$ cat src/inc/hbb_pkg.sv
// Purpose: shared constants and types of the host bus buffer port
// Assumes: 50 MHz mclk, synchronous active high srst
// Notes: times are kept in ns and turned into cycle counts here
// Behaviour
// - Host address is twenty bits, bit 0 least significant, decoded for memory and I/O.
// - I/O read strobe reads internal registers, I/O write strobe loads them.
// - Memory read at a decoded buffer address returns the addressed buffer byte.
// - Memory write stores the byte, or loads it as microcode when download and external microcode mode are both enabled.
// - All four host strobes are ignored while the DMA address enable is high.
// - Ready stays tri-stated during every I/O register transfer.
// - Each memory access pulls ready low for 220 to 460 ns.
// - Edge interrupt goes low 100 to 250 ns, then tri-state.
// - Level interrupt held low until acknowledged, tri-stated when inactive.
// - Hardware reset initialises all logic and holds microcontroller program counter at zero.
// - External data buffer enable is low during any register or buffer access.
// - Eight-bit host data bus driven only during host reads.
// - Thirteen-bit RAM address bus addresses the external static RAM.
// - Sixteen-bit tri-state RAM data bus links RAM, device and host.
// - RAM write strobe for every buffer write; separate RAM read strobe.
// - Separate active low chip selects enable first and second RAM.
// - Display mode splits buffer into 4K display and 4K attribute storage.
// - Printer mode uses 4K or 8K buffer and interrupts on begin-operation.
// - Distributed function mode uses 8K buffer plus 128 communication bytes.
// - Host buffer RAM address equals low 13 host address bits.
// - Microcontroller wins RAM arbitration for up to HOST_WAIT wait cycles; host is delayed through ready, then takes the RAM.
package hbb_pkg;
   // Operating modes
   typedef enum logic [1:0] {
      HBB_DISPLAY,
      HBB_PRINTER,
      HBB_DISTRIB
   } hbb_mode_t;

   // Address decode
   localparam logic [19:0] MEM_BASE     = 20'hc8000;
   localparam logic [19:0] IO_BASE      = 20'h00220;
   localparam logic [3:0]  OFF_OPER     = 4'h8;
   localparam logic [3:0]  OFF_ACK      = 4'h9;
   localparam logic [3:0]  OFF_STAT     = 4'ha;
   localparam logic [13:0] LIM_4K       = 14'h1000;
   localparam logic [13:0] LIM_8K       = 14'h2000;
   localparam logic [13:0] LIM_COMM     = 14'h2080;
   localparam logic [7:0]  UNMAPPED     = 8'hff;

   // Operation register fields and reset value
   localparam int          OP_SOFT_RST  = 0;
   localparam int          OP_EXT_MODE  = 1;
   localparam int          OP_DOWNLOAD  = 2;
   localparam int          OP_PC_RST    = 4;
   localparam logic [7:0]  OP_RST       = 8'h00;

   // Timing
   localparam int          CLK_NS       = 20;
   localparam int          RDY_MIN_NS   = 220;
   localparam int          RDY_MAX_NS   = 460;
   localparam int          RAM_ACC_NS   = 120;
   localparam int          EIRQ_MIN_NS  = 100;
   localparam int          EIRQ_MAX_NS  = 250;
   localparam int          RDY_MIN_CYC  = (RDY_MIN_NS + CLK_NS - 1) / CLK_NS;
   localparam int          RDY_MAX_CYC  = RDY_MAX_NS / CLK_NS;
   localparam int          RAM_CYC      = (RAM_ACC_NS + CLK_NS - 1) / CLK_NS;
   localparam int          EIRQ_MIN_CYC = (EIRQ_MIN_NS + CLK_NS - 1) / CLK_NS;
   localparam int          EIRQ_MAX_CYC = EIRQ_MAX_NS / CLK_NS;
   localparam logic [4:0]  READY_LO_CYC = 5'(RDY_MIN_CYC + 1);
   localparam logic [4:0]  RAM_LAST     = 5'(RAM_CYC - 1);
   localparam logic [4:0]  HOST_WAIT    = 5'(RDY_MAX_CYC - RAM_CYC - 4);
   localparam logic [3:0]  EIRQ_CYC     = 4'(EIRQ_MIN_CYC + 1);
endpackage

$ cat src/hdl/hbb_pulse.sv
// Purpose: low pulse of fixed length on a tri-state edge interrupt pin
// Assumes: fire is a one-cycle pulse
// Notes: a new fire during a pulse restarts the count
`timescale 1ns/1ps
module hbb_pulse import hbb_pkg::*; (
   input  wire logic mclk,
   input  wire logic srst,
   input  wire logic fire,
   output logic      pulse_out,
   output logic      pulse_oe
);
   typedef struct packed {
      logic [3:0] cnt;
      logic       oe;
   } hbb_pst_t;

   hbb_pst_t s;
   hbb_pst_t n;

   // Countdown of the low time
   always_comb begin
      n = s;
      if (fire) begin
         n.cnt = EIRQ_CYC;
         n.oe  = 1'b1;
      end else if (s.cnt > 4'h1) begin
         n.cnt = s.cnt - 4'h1;
      end else begin
         n.cnt = 4'h0;
         n.oe  = 1'b0;
      end
      if (srst) begin
         n = '0;
      end
   end

   always_ff @(posedge mclk) begin
      s <= n;
   end

   assign pulse_out = 1'b0;
   assign pulse_oe  = s.oe;
endmodule

$ cat src/hdl/hbb_port.sv
// Purpose: host bus slave to buffer RAM, operation register and interrupts
// Assumes: host pins synchronous to mclk, address stable during a strobe
// Notes: microcontroller holds uc_req until it sees uc_grant for its access
`timescale 1ns/1ps
module hbb_port import hbb_pkg::*; (
   input  wire logic        mclk,
   input  wire logic        srst,
   input  wire logic [19:0] host_addr,
   input  wire logic        io_read_strobe_n,
   input  wire logic        io_write_strobe_n,
   input  wire logic        mem_read_strobe_n,
   input  wire logic        mem_write_strobe_n,
   input  wire logic        dma_addr_enable,
   input  wire logic [7:0]  host_data_in,
   output logic      [7:0]  host_data_out,
   output logic             host_data_oe,
   output logic             ready_out,
   output logic             ready_oe,
   output logic             edge_irq_out,
   output logic             edge_irq_oe,
   output logic             level_interrupt_n_out,
   output logic             level_interrupt_oe,
   output logic             ext_buffer_enable_n,
   output logic      [12:0] ram_addr,
   input  wire logic [15:0] ram_data_in,
   output logic      [15:0] ram_data_out,
   output logic             ram_data_oe,
   output logic             ram_write_n,
   output logic             ram_read_n,
   output logic             ram_select_first_n,
   output logic             ram_select_second_n,
   input  wire hbb_mode_t   op_mode,
   input  wire logic        printer_buffer_8k,
   input  wire logic        start_op_cmd,
   input  wire logic        uc_irq_req,
   input  wire logic        uc_req,
   input  wire logic        uc_write,
   input  wire logic [13:0] uc_addr,
   input  wire logic [7:0]  uc_wdata,
   output logic             uc_grant,
   output logic      [7:0]  uc_rdata,
   output logic             uc_pc_reset,
   output logic             ext_ucode_mode,
   output logic             ucode_load,
   output logic      [12:0] ucode_addr,
   output logic      [7:0]  ucode_byte
);
   typedef enum logic [2:0] {
      ST_IDLE,
      ST_IO,
      ST_WAIT,
      ST_RAM,
      ST_HOLD,
      ST_DONE
   } hbb_state_t;

   typedef struct packed {
      hbb_state_t  st;
      logic [4:0]  cnt;
      logic [4:0]  sub;
      logic        is_rd;
      logic        in_range;
      logic        ucode;
      logic [7:0]  rd_data;
      logic        data_oe;
      logic        rdy_oe;
      logic        buf_en_n;
      logic [12:0] ram_addr;
      logic [15:0] ram_wdata;
      logic        ram_doe;
      logic        ram_wr_n;
      logic        ram_rd_n;
      logic        cs1_n;
      logic        cs2_n;
      logic [7:0]  oper;
      logic        lvl_irq;
      logic        fire;
      logic        grant;
      logic [7:0]  uc_rdata;
      logic        ucode_ld;
      logic [12:0] ucode_addr;
      logic [7:0]  ucode_byte;
      logic        pc_rst;
   } hbb_st_t;

   hbb_st_t s;
   hbb_st_t n;

   logic    en;
   logic    io_rd;
   logic    io_wr;
   logic    mem_rd;
   logic    mem_wr;
   logic    ack;

   // Memory window hit
   function automatic logic mem_hit(input logic [19:0] a);
      mem_hit = (a[19:14] == MEM_BASE[19:14]);
   endfunction

   // I/O block hit
   function automatic logic io_hit(input logic [19:0] a);
      io_hit = (a[19:4] == IO_BASE[19:4]);
   endfunction

   // Buffer region allowed by the mode
   function automatic logic region_ok(input hbb_mode_t m, input logic p8k,
                                      input logic [13:0] off);
      case (m)
         HBB_DISPLAY: region_ok = (off < LIM_8K);
         HBB_PRINTER: region_ok = (off < (p8k ? LIM_8K : LIM_4K));
         default:     region_ok = (off < LIM_COMM);
      endcase
   endfunction

   // Byte lane of the selected RAM chip
   function automatic logic [7:0] lane(input logic hi, input logic [15:0] d);
      lane = hi ? d[15:8] : d[7:0];
   endfunction

   // Qualified host strobes
   assign en     = ~dma_addr_enable;
   assign io_rd  = en & ~io_read_strobe_n & io_hit(host_addr);
   assign io_wr  = en & ~io_write_strobe_n & io_hit(host_addr);
   assign mem_rd = en & ~mem_read_strobe_n & mem_hit(host_addr);
   assign mem_wr = en & ~mem_write_strobe_n & mem_hit(host_addr);
   assign ack    = io_wr & (s.st == ST_IDLE) & (host_addr[3:0] == OFF_ACK);

   // Next state of the whole port
   always_comb begin
      n          = s;
      n.fire     = 1'b0;
      n.ucode_ld = 1'b0;
      case (s.st)
         ST_IDLE: begin
            if (io_rd | io_wr) begin
               n.buf_en_n = 1'b0;
               n.st       = ST_IO;
               if (io_rd) begin
                  n.data_oe = 1'b1;
                  if (host_addr[3:0] == OFF_OPER) begin
                     n.rd_data = s.oper;
                  end else if (host_addr[3:0] == OFF_STAT) begin
                     n.rd_data = {5'h00, s.lvl_irq, op_mode};
                  end else begin
                     n.rd_data = UNMAPPED;
                  end
               end else if (host_addr[3:0] == OFF_OPER) begin
                  n.oper = host_data_in;
               end
            end else if (mem_rd | mem_wr) begin
               n.buf_en_n = 1'b0;
               n.rdy_oe   = 1'b1;
               n.is_rd    = mem_rd;
               n.cnt      = 5'h01;
               n.sub      = 5'h00;
               n.in_range = region_ok(op_mode, printer_buffer_8k, host_addr[13:0]);
               n.ucode    = mem_wr & s.oper[OP_DOWNLOAD] & s.oper[OP_EXT_MODE];
               n.st       = ST_WAIT;
            end
         end
         ST_IO: begin
            if (io_read_strobe_n & io_write_strobe_n) begin
               n.data_oe  = 1'b0;
               n.buf_en_n = 1'b1;
               n.st       = ST_IDLE;
            end
         end
         ST_WAIT: begin
            n.cnt = s.cnt + 5'h01;
            if (~uc_req | (s.sub == HOST_WAIT)) begin
               n.sub = 5'h00;
               n.st  = ST_RAM;
               if (s.ucode) begin
                  n.ucode_ld   = 1'b1;
                  n.ucode_addr = host_addr[12:0];
                  n.ucode_byte = host_data_in;
               end else if (s.in_range) begin
                  n.ram_addr = host_addr[12:0];
                  n.cs1_n    = host_addr[13];
                  n.cs2_n    = ~host_addr[13];
                  n.ram_rd_n = ~s.is_rd;
                  n.ram_wr_n = s.is_rd;
                  n.ram_doe  = ~s.is_rd;
                  n.ram_wdata = {host_data_in, host_data_in};
               end
            end else begin
               n.sub = s.sub + 5'h01;
            end
         end
         ST_RAM: begin
            n.cnt = s.cnt + 5'h01;
            n.sub = s.sub + 5'h01;
            if (s.sub == RAM_LAST) begin
               n.rd_data  = s.in_range ? lane(host_addr[13], ram_data_in) : UNMAPPED;
               n.data_oe  = s.is_rd;
               n.ram_rd_n = 1'b1;
               n.ram_wr_n = 1'b1;
               n.ram_doe  = 1'b0;
               n.cs1_n    = 1'b1;
               n.cs2_n    = 1'b1;
               n.st       = ST_HOLD;
            end
         end
         ST_HOLD: begin
            n.cnt = s.cnt + 5'h01;
            if (s.cnt >= READY_LO_CYC) begin
               n.rdy_oe = 1'b0;
               n.st     = ST_DONE;
            end
         end
         ST_DONE: begin
            if (mem_read_strobe_n & mem_write_strobe_n) begin
               n.data_oe  = 1'b0;
               n.buf_en_n = 1'b1;
               n.st       = ST_IDLE;
            end
         end
         default: begin
            n.st = ST_IDLE;
         end
      endcase

      // Microcontroller side of the RAM
      n.grant = uc_req & (n.st != ST_RAM);
      if (s.grant) begin
         n.uc_rdata = lane(uc_addr[13], ram_data_in);
      end
      if (n.grant) begin
         n.ram_addr  = uc_addr[12:0];
         n.cs1_n     = uc_addr[13];
         n.cs2_n     = ~uc_addr[13];
         n.ram_rd_n  = uc_write;
         n.ram_wr_n  = ~uc_write;
         n.ram_doe   = uc_write;
         n.ram_wdata = {uc_wdata, uc_wdata};
      end else if (n.st != ST_RAM || s.ucode || !s.in_range) begin
         n.ram_rd_n = 1'b1;
         n.ram_wr_n = 1'b1;
         n.ram_doe  = 1'b0;
         n.cs1_n    = 1'b1;
         n.cs2_n    = 1'b1;
      end

      // Interrupt sources, set wins over acknowledge
      n.fire    = uc_irq_req | (start_op_cmd & (op_mode != HBB_DISPLAY));
      n.lvl_irq = n.fire | (s.lvl_irq & ~ack);
      n.pc_rst  = n.oper[OP_PC_RST] | n.oper[OP_SOFT_RST];

      // Synchronous reset values
      if (srst) begin
         n          = '0;
         n.st       = ST_IDLE;
         n.oper     = OP_RST;
         n.buf_en_n = 1'b1;
         n.ram_wr_n = 1'b1;
         n.ram_rd_n = 1'b1;
         n.cs1_n    = 1'b1;
         n.cs2_n    = 1'b1;
         n.pc_rst   = 1'b1;
      end
   end

   // State register
   always_ff @(posedge mclk) begin
      s <= n;
   end

   // Edge interrupt pulse
   hbb_pulse u_edge (
      .mclk      (mclk),
      .srst      (srst),
      .fire      (s.fire),
      .pulse_out (edge_irq_out),
      .pulse_oe  (edge_irq_oe)
   );

   // Outputs straight from state, ready and level interrupt pin values tied low
   assign host_data_out         = s.rd_data;
   assign host_data_oe          = s.data_oe;
   assign ready_out             = 1'b0;
   assign ready_oe              = s.rdy_oe;
   assign level_interrupt_n_out = 1'b0;
   assign level_interrupt_oe    = s.lvl_irq;
   assign ext_buffer_enable_n   = s.buf_en_n;
   assign ram_addr              = s.ram_addr;
   assign ram_data_out          = s.ram_wdata;
   assign ram_data_oe           = s.ram_doe;
   assign ram_write_n           = s.ram_wr_n;
   assign ram_read_n            = s.ram_rd_n;
   assign ram_select_first_n    = s.cs1_n;
   assign ram_select_second_n   = s.cs2_n;
   assign uc_grant              = s.grant;
   assign uc_rdata              = s.uc_rdata;
   assign uc_pc_reset           = s.pc_rst;
   assign ext_ucode_mode        = s.oper[OP_EXT_MODE];
   assign ucode_load            = s.ucode_ld;
   assign ucode_addr            = s.ucode_addr;
   assign ucode_byte            = s.ucode_byte;

   // Helper count of ready low cycles
   logic [5:0] lo_cnt_ff;
   always_ff @(posedge mclk) begin
      if (srst | ~s.rdy_oe) begin
         lo_cnt_ff <= 6'h00;
      end else begin
         lo_cnt_ff <= lo_cnt_ff + 6'h01;
      end
   end
endmodule

$ cat config.mk
export PLATFORM = sky130hd
export DESIGN_NAME = hbb_port
export DESIGN_NICKNAME = d
export VERILOG_FILES = /design/src/inc/hbb_pkg.sv /design/src/hdl/hbb_pulse.sv /design/src/hdl/hbb_port.sv
export SDC_FILE = /design/constraint.sdc
export NUM_CORES = 1
export LEC_CHECK = 0
export BUFFER_PORTS_ARGS = -buffer_cell sky130_fd_sc_hd__buf_2
export CAP_MARGIN = 20
export CORE_MARGIN = 4
export CORE_UTILIZATION = 48
export CTS_CLUSTER_DIAMETER = 200
export DETAILED_ROUTE_END_ITERATION = 6
export PLACE_DENSITY = 0.78
export SLEW_MARGIN = 20
export SYNTH_ARGS = -nofsm -noshare
export SYNTH_HDL_FRONTEND = slang
export SYNTH_SLANG_ARGS = --single-unit
$ cat constraint.sdc
create_clock -name mclk -period 1.9 [get_ports mclk]
set_input_delay 0.19 -clock mclk [delete_from_list [all_inputs] [get_ports mclk]]
set_output_delay 0.19 -clock mclk [all_outputs]
set_load 0.01 [all_outputs]
==> metrics <==
Max-slew headroom 65.1%; clock sinks 100; Core Util, Final 57.5%; Final Non-Filler Cells 867; CTS tree done; layout cells sized above 1 36.7%; Peak supply drop 581 uV; Leakage 2.78 nW; first-pass GRT wire length 24.4 mm; dpl hpwl 12.3 mm; Syn. warnings 0; Async S/R FF share, synth 0%; clk slew on worst S/H paths 70 ps; largest net degree at the start of global routing 36; WL final 16.1 mm; H-tree Lvls 3; Tcrit/Tclk final 96.7%; Worst Hold Class primary input to flop; CTS buffer count 9; die outline width 117 um; status finished, final reports clean; vias in the first global route 4,732; Syn Inst Count 610; Clk Latency, worst-skew pair 350 ps; die height 117 um; Peak Freq 544 MHz; syn avg cell area 9.29 um^2; max-cap viol count 0; Root Buffer clkbuf_16; Clock Skew 5.50 ps; Pwr Density 686 nW/um^2; Seq/Total Area, Yosys 35.3%; Setup Crit Path Kind flop to flop; via count 4,946; Worst Hold Depth 3; drt pass-1 iters 5; final worst path period need 1840 ps; Ports 163; critical path arrival 2080 ps; GR Util All Layers 23.0%; Distinct cells, synth 72; Post-DP Area 6220 um^2; core area 11,500 um^2; Cells after DPL 845; synthesized area 5670 um^2; fin area 6600 um^2; fin nets 806; clk buf depth 2; Worst Reg-to-Reg Cells 7; RSZ-0062 raised after global routing yes; via-per-instance ratio 5.70; DP Worst Slack -72.5 ps; final setup margin 62.1 ps; row count 39; crit path max fanout 6; flops & latches, synth 100; Setup crit start kind flop; DIE AREA 13,600 um^2; drt initial violations 362; ys flop type dfxtp_1; antenna violations before repair 1; Initial Utilization 49.4%; worst hold margin 131 ps; Final GP Congestion 0.916; Final Hold Vio Count 0; Worst Tran Pin Value 523 ps; CTS Hold Bufs 0; Required @ worst endpoint 2140 ps; DRC Markers 0; PortBufs 159; final setup fails 0; synthesis-to-layout area growth 16.4%; Detail Route Antenna Nets 0; GRT overflow 0; number of flops mapped to enable cells by yosys 0; Worst setup EP type flop; fin. max-slew vios 0; Avg WL per Cell 18.5 um; Antenna Cells 0
[worst max-delay path, stage by stage, from the launching register on]
cell,delay [ps]
dfxtp_2,330
inv_2,60
ha_4,140
nand4b_4,180
buf_4,190
a211o_2,310
a211o_1,300
a22o_1,210
[layout by cell type, fill, tap and decap left out, types with 4 or more instances in the layout]
master	netlist	final
a211oi_1	18	18
nor4_1	5	5
buf_4	70	40
nand2b_1	6	6
nand3b_1	8	8
ha_1	7	6
mux2i_1	61	60
clkbuf_16	0	9
o21ai_0	22	22
a31oi_1	4	4
nand3_1	13	13
dfxtp_1	100	96
a211o_1	9	9
a21oi_1	30	30
nor2b_1	32	32
and2_1	4	4
nor3_1	5	5
nand2_1	24	24
dfxtp_2	0	4
nand4_1	14	14
a221oi_2	16	16
inv_1	12	11
a221oi_1	6	6
nor2_1	42	42
buf_2	7	159
and3_1	5	5
[area by class of cell]
class,count,area (um^2)
clock buffers,12,246
clock inverters,4,25.0
fillers,1012,4870
inverters,13,48.8
multi-input cells,391,2920
flip-flops and latches,100,2010
well taps,143,179
repair buffers,204,1170
[flip-flops by register name, summed over array words and instances (netlist names), 4 cells and up]
signal	count
s	24
ram_addr	13
ucode_addr	13
host_data_out	8
ram_data_out	8
uc_rdata	8
ucode_byte	8
u_edge.s	4
[synthesized netlist by cell type (2+ instances only)]
| cell | number | area [um^2] |
|---|---|---|
| nand4_1 | 14 | 87.6 |
| o21a_1 | 3 | 22.5 |
| buf_4 | 70 | 526 |
| nor4_1 | 5 | 31.3 |
| and3_2 | 3 | 22.5 |
| dfxtp_1 | 100 | 2000 |
| inv_1 | 12 | 45.0 |
| a211o_2 | 2 | 20.0 |
| a221oi_2 | 16 | 240 |
| a31oi_1 | 4 | 25.0 |
| buf_2 | 7 | 35.0 |
| o21ai_0 | 22 | 110 |
| xnor2_1 | 2 | 17.5 |
| or3_1 | 3 | 18.8 |
| buf_6 | 4 | 45.0 |
| a211oi_1 | 18 | 135 |
| nand3b_1 | 8 | 60.1 |
| nor2b_1 | 32 | 200 |
| clkbuf_4 | 2 | 15.0 |
| a221oi_1 | 6 | 52.6 |
| nor4b_1 | 3 | 26.3 |
| clkbuf_1 | 21 | 78.8 |
| a31o_2 | 2 | 17.5 |
| or2_2 | 2 | 12.5 |
| mux2i_1 | 61 | 611 |
| and3_1 | 5 | 31.3 |
| a221o_1 | 2 | 20.0 |
| nor3_1 | 5 | 25.0 |
| ha_1 | 7 | 87.6 |
| a21o_1 | 2 | 15.0 |
| nor2_1 | 42 | 158 |
| nor3b_1 | 2 | 15.0 |
| a211o_1 | 9 | 78.8 |
| nand4b_1 | 3 | 26.3 |
| nand3_1 | 13 | 65.1 |
| buf_1 | 2 | 7.51 |
| nand2b_1 | 6 | 37.5 |
| and2_1 | 4 | 25.0 |
| nand2_1 | 24 | 90.1 |
| a21oi_1 | 30 | 150 |
[stage by stage]
stage	TNS [ps]	total power, mW
final	0	4.53
after global routing	-104	4.72
after CTS	0	4.54
after detailed placement	-1150	2.85
after global placement	0	2.83
after floorplan	0	2.65
[power by group]
part	internal [mW]	total [mW]	leakage, nW	switching [mW]
Clock	0.921	1.72	0.129	0.796
Combinational	0.263	0.594	1.83	0.331
Sequential	2.17	2.22	0.818	0.0503
Total	3.35	4.53	2.78	1.18
[path summary, 6_finish.rpt]
path	startpoint	endpoint	slack, ps
hold / removal	host_addr[4]	ucode_addr[4]	130
setup reg to reg	s[91]	ram_write_n	60
hold reg to reg	host_data_out[7]	host_data_out[7]	460
setup / recovery	s[91]	ram_write_n	60
[kinds of logic after synthesis]
logic type | after synthesis | share of synthesized area (%)
AO/OA/AOI/OAI | 131 | 18.8
XOR/XNOR | 2 | 0.309
adder cells (fa/ha/maj) | 7 | 1.55
buffers and inverters | 121 | 13.7
flip-flops | 100 | 35.3
multiplexers | 62 | 11.0
other | 1 | 0.0662
AND/OR/NAND/NOR | 186 | 19.3
[repair_timing]
item | 4_1_cts | 5_1_grt
hold endpoints to repair | 0 | 0
gates cloned | 1 | 0
setup endpoints to repair | 21 | 62
gates resized for setup | 3 | 16
pin swaps | 1 | 2
buffers inserted | 1 | 4
[per-layer routing]
metal  vias to the layer above  global-route usage, %  share of wire [%]
li1                       2358                      -                  -
met2                       184                   38.6                 48
met1                      2375                   28.9                 42
met3                        27                   5.44                7.4
met4                         2                   7.95                2.3
met5                         -                      0              0.075
Note: power is estimated with default switching activity, not from simulation.
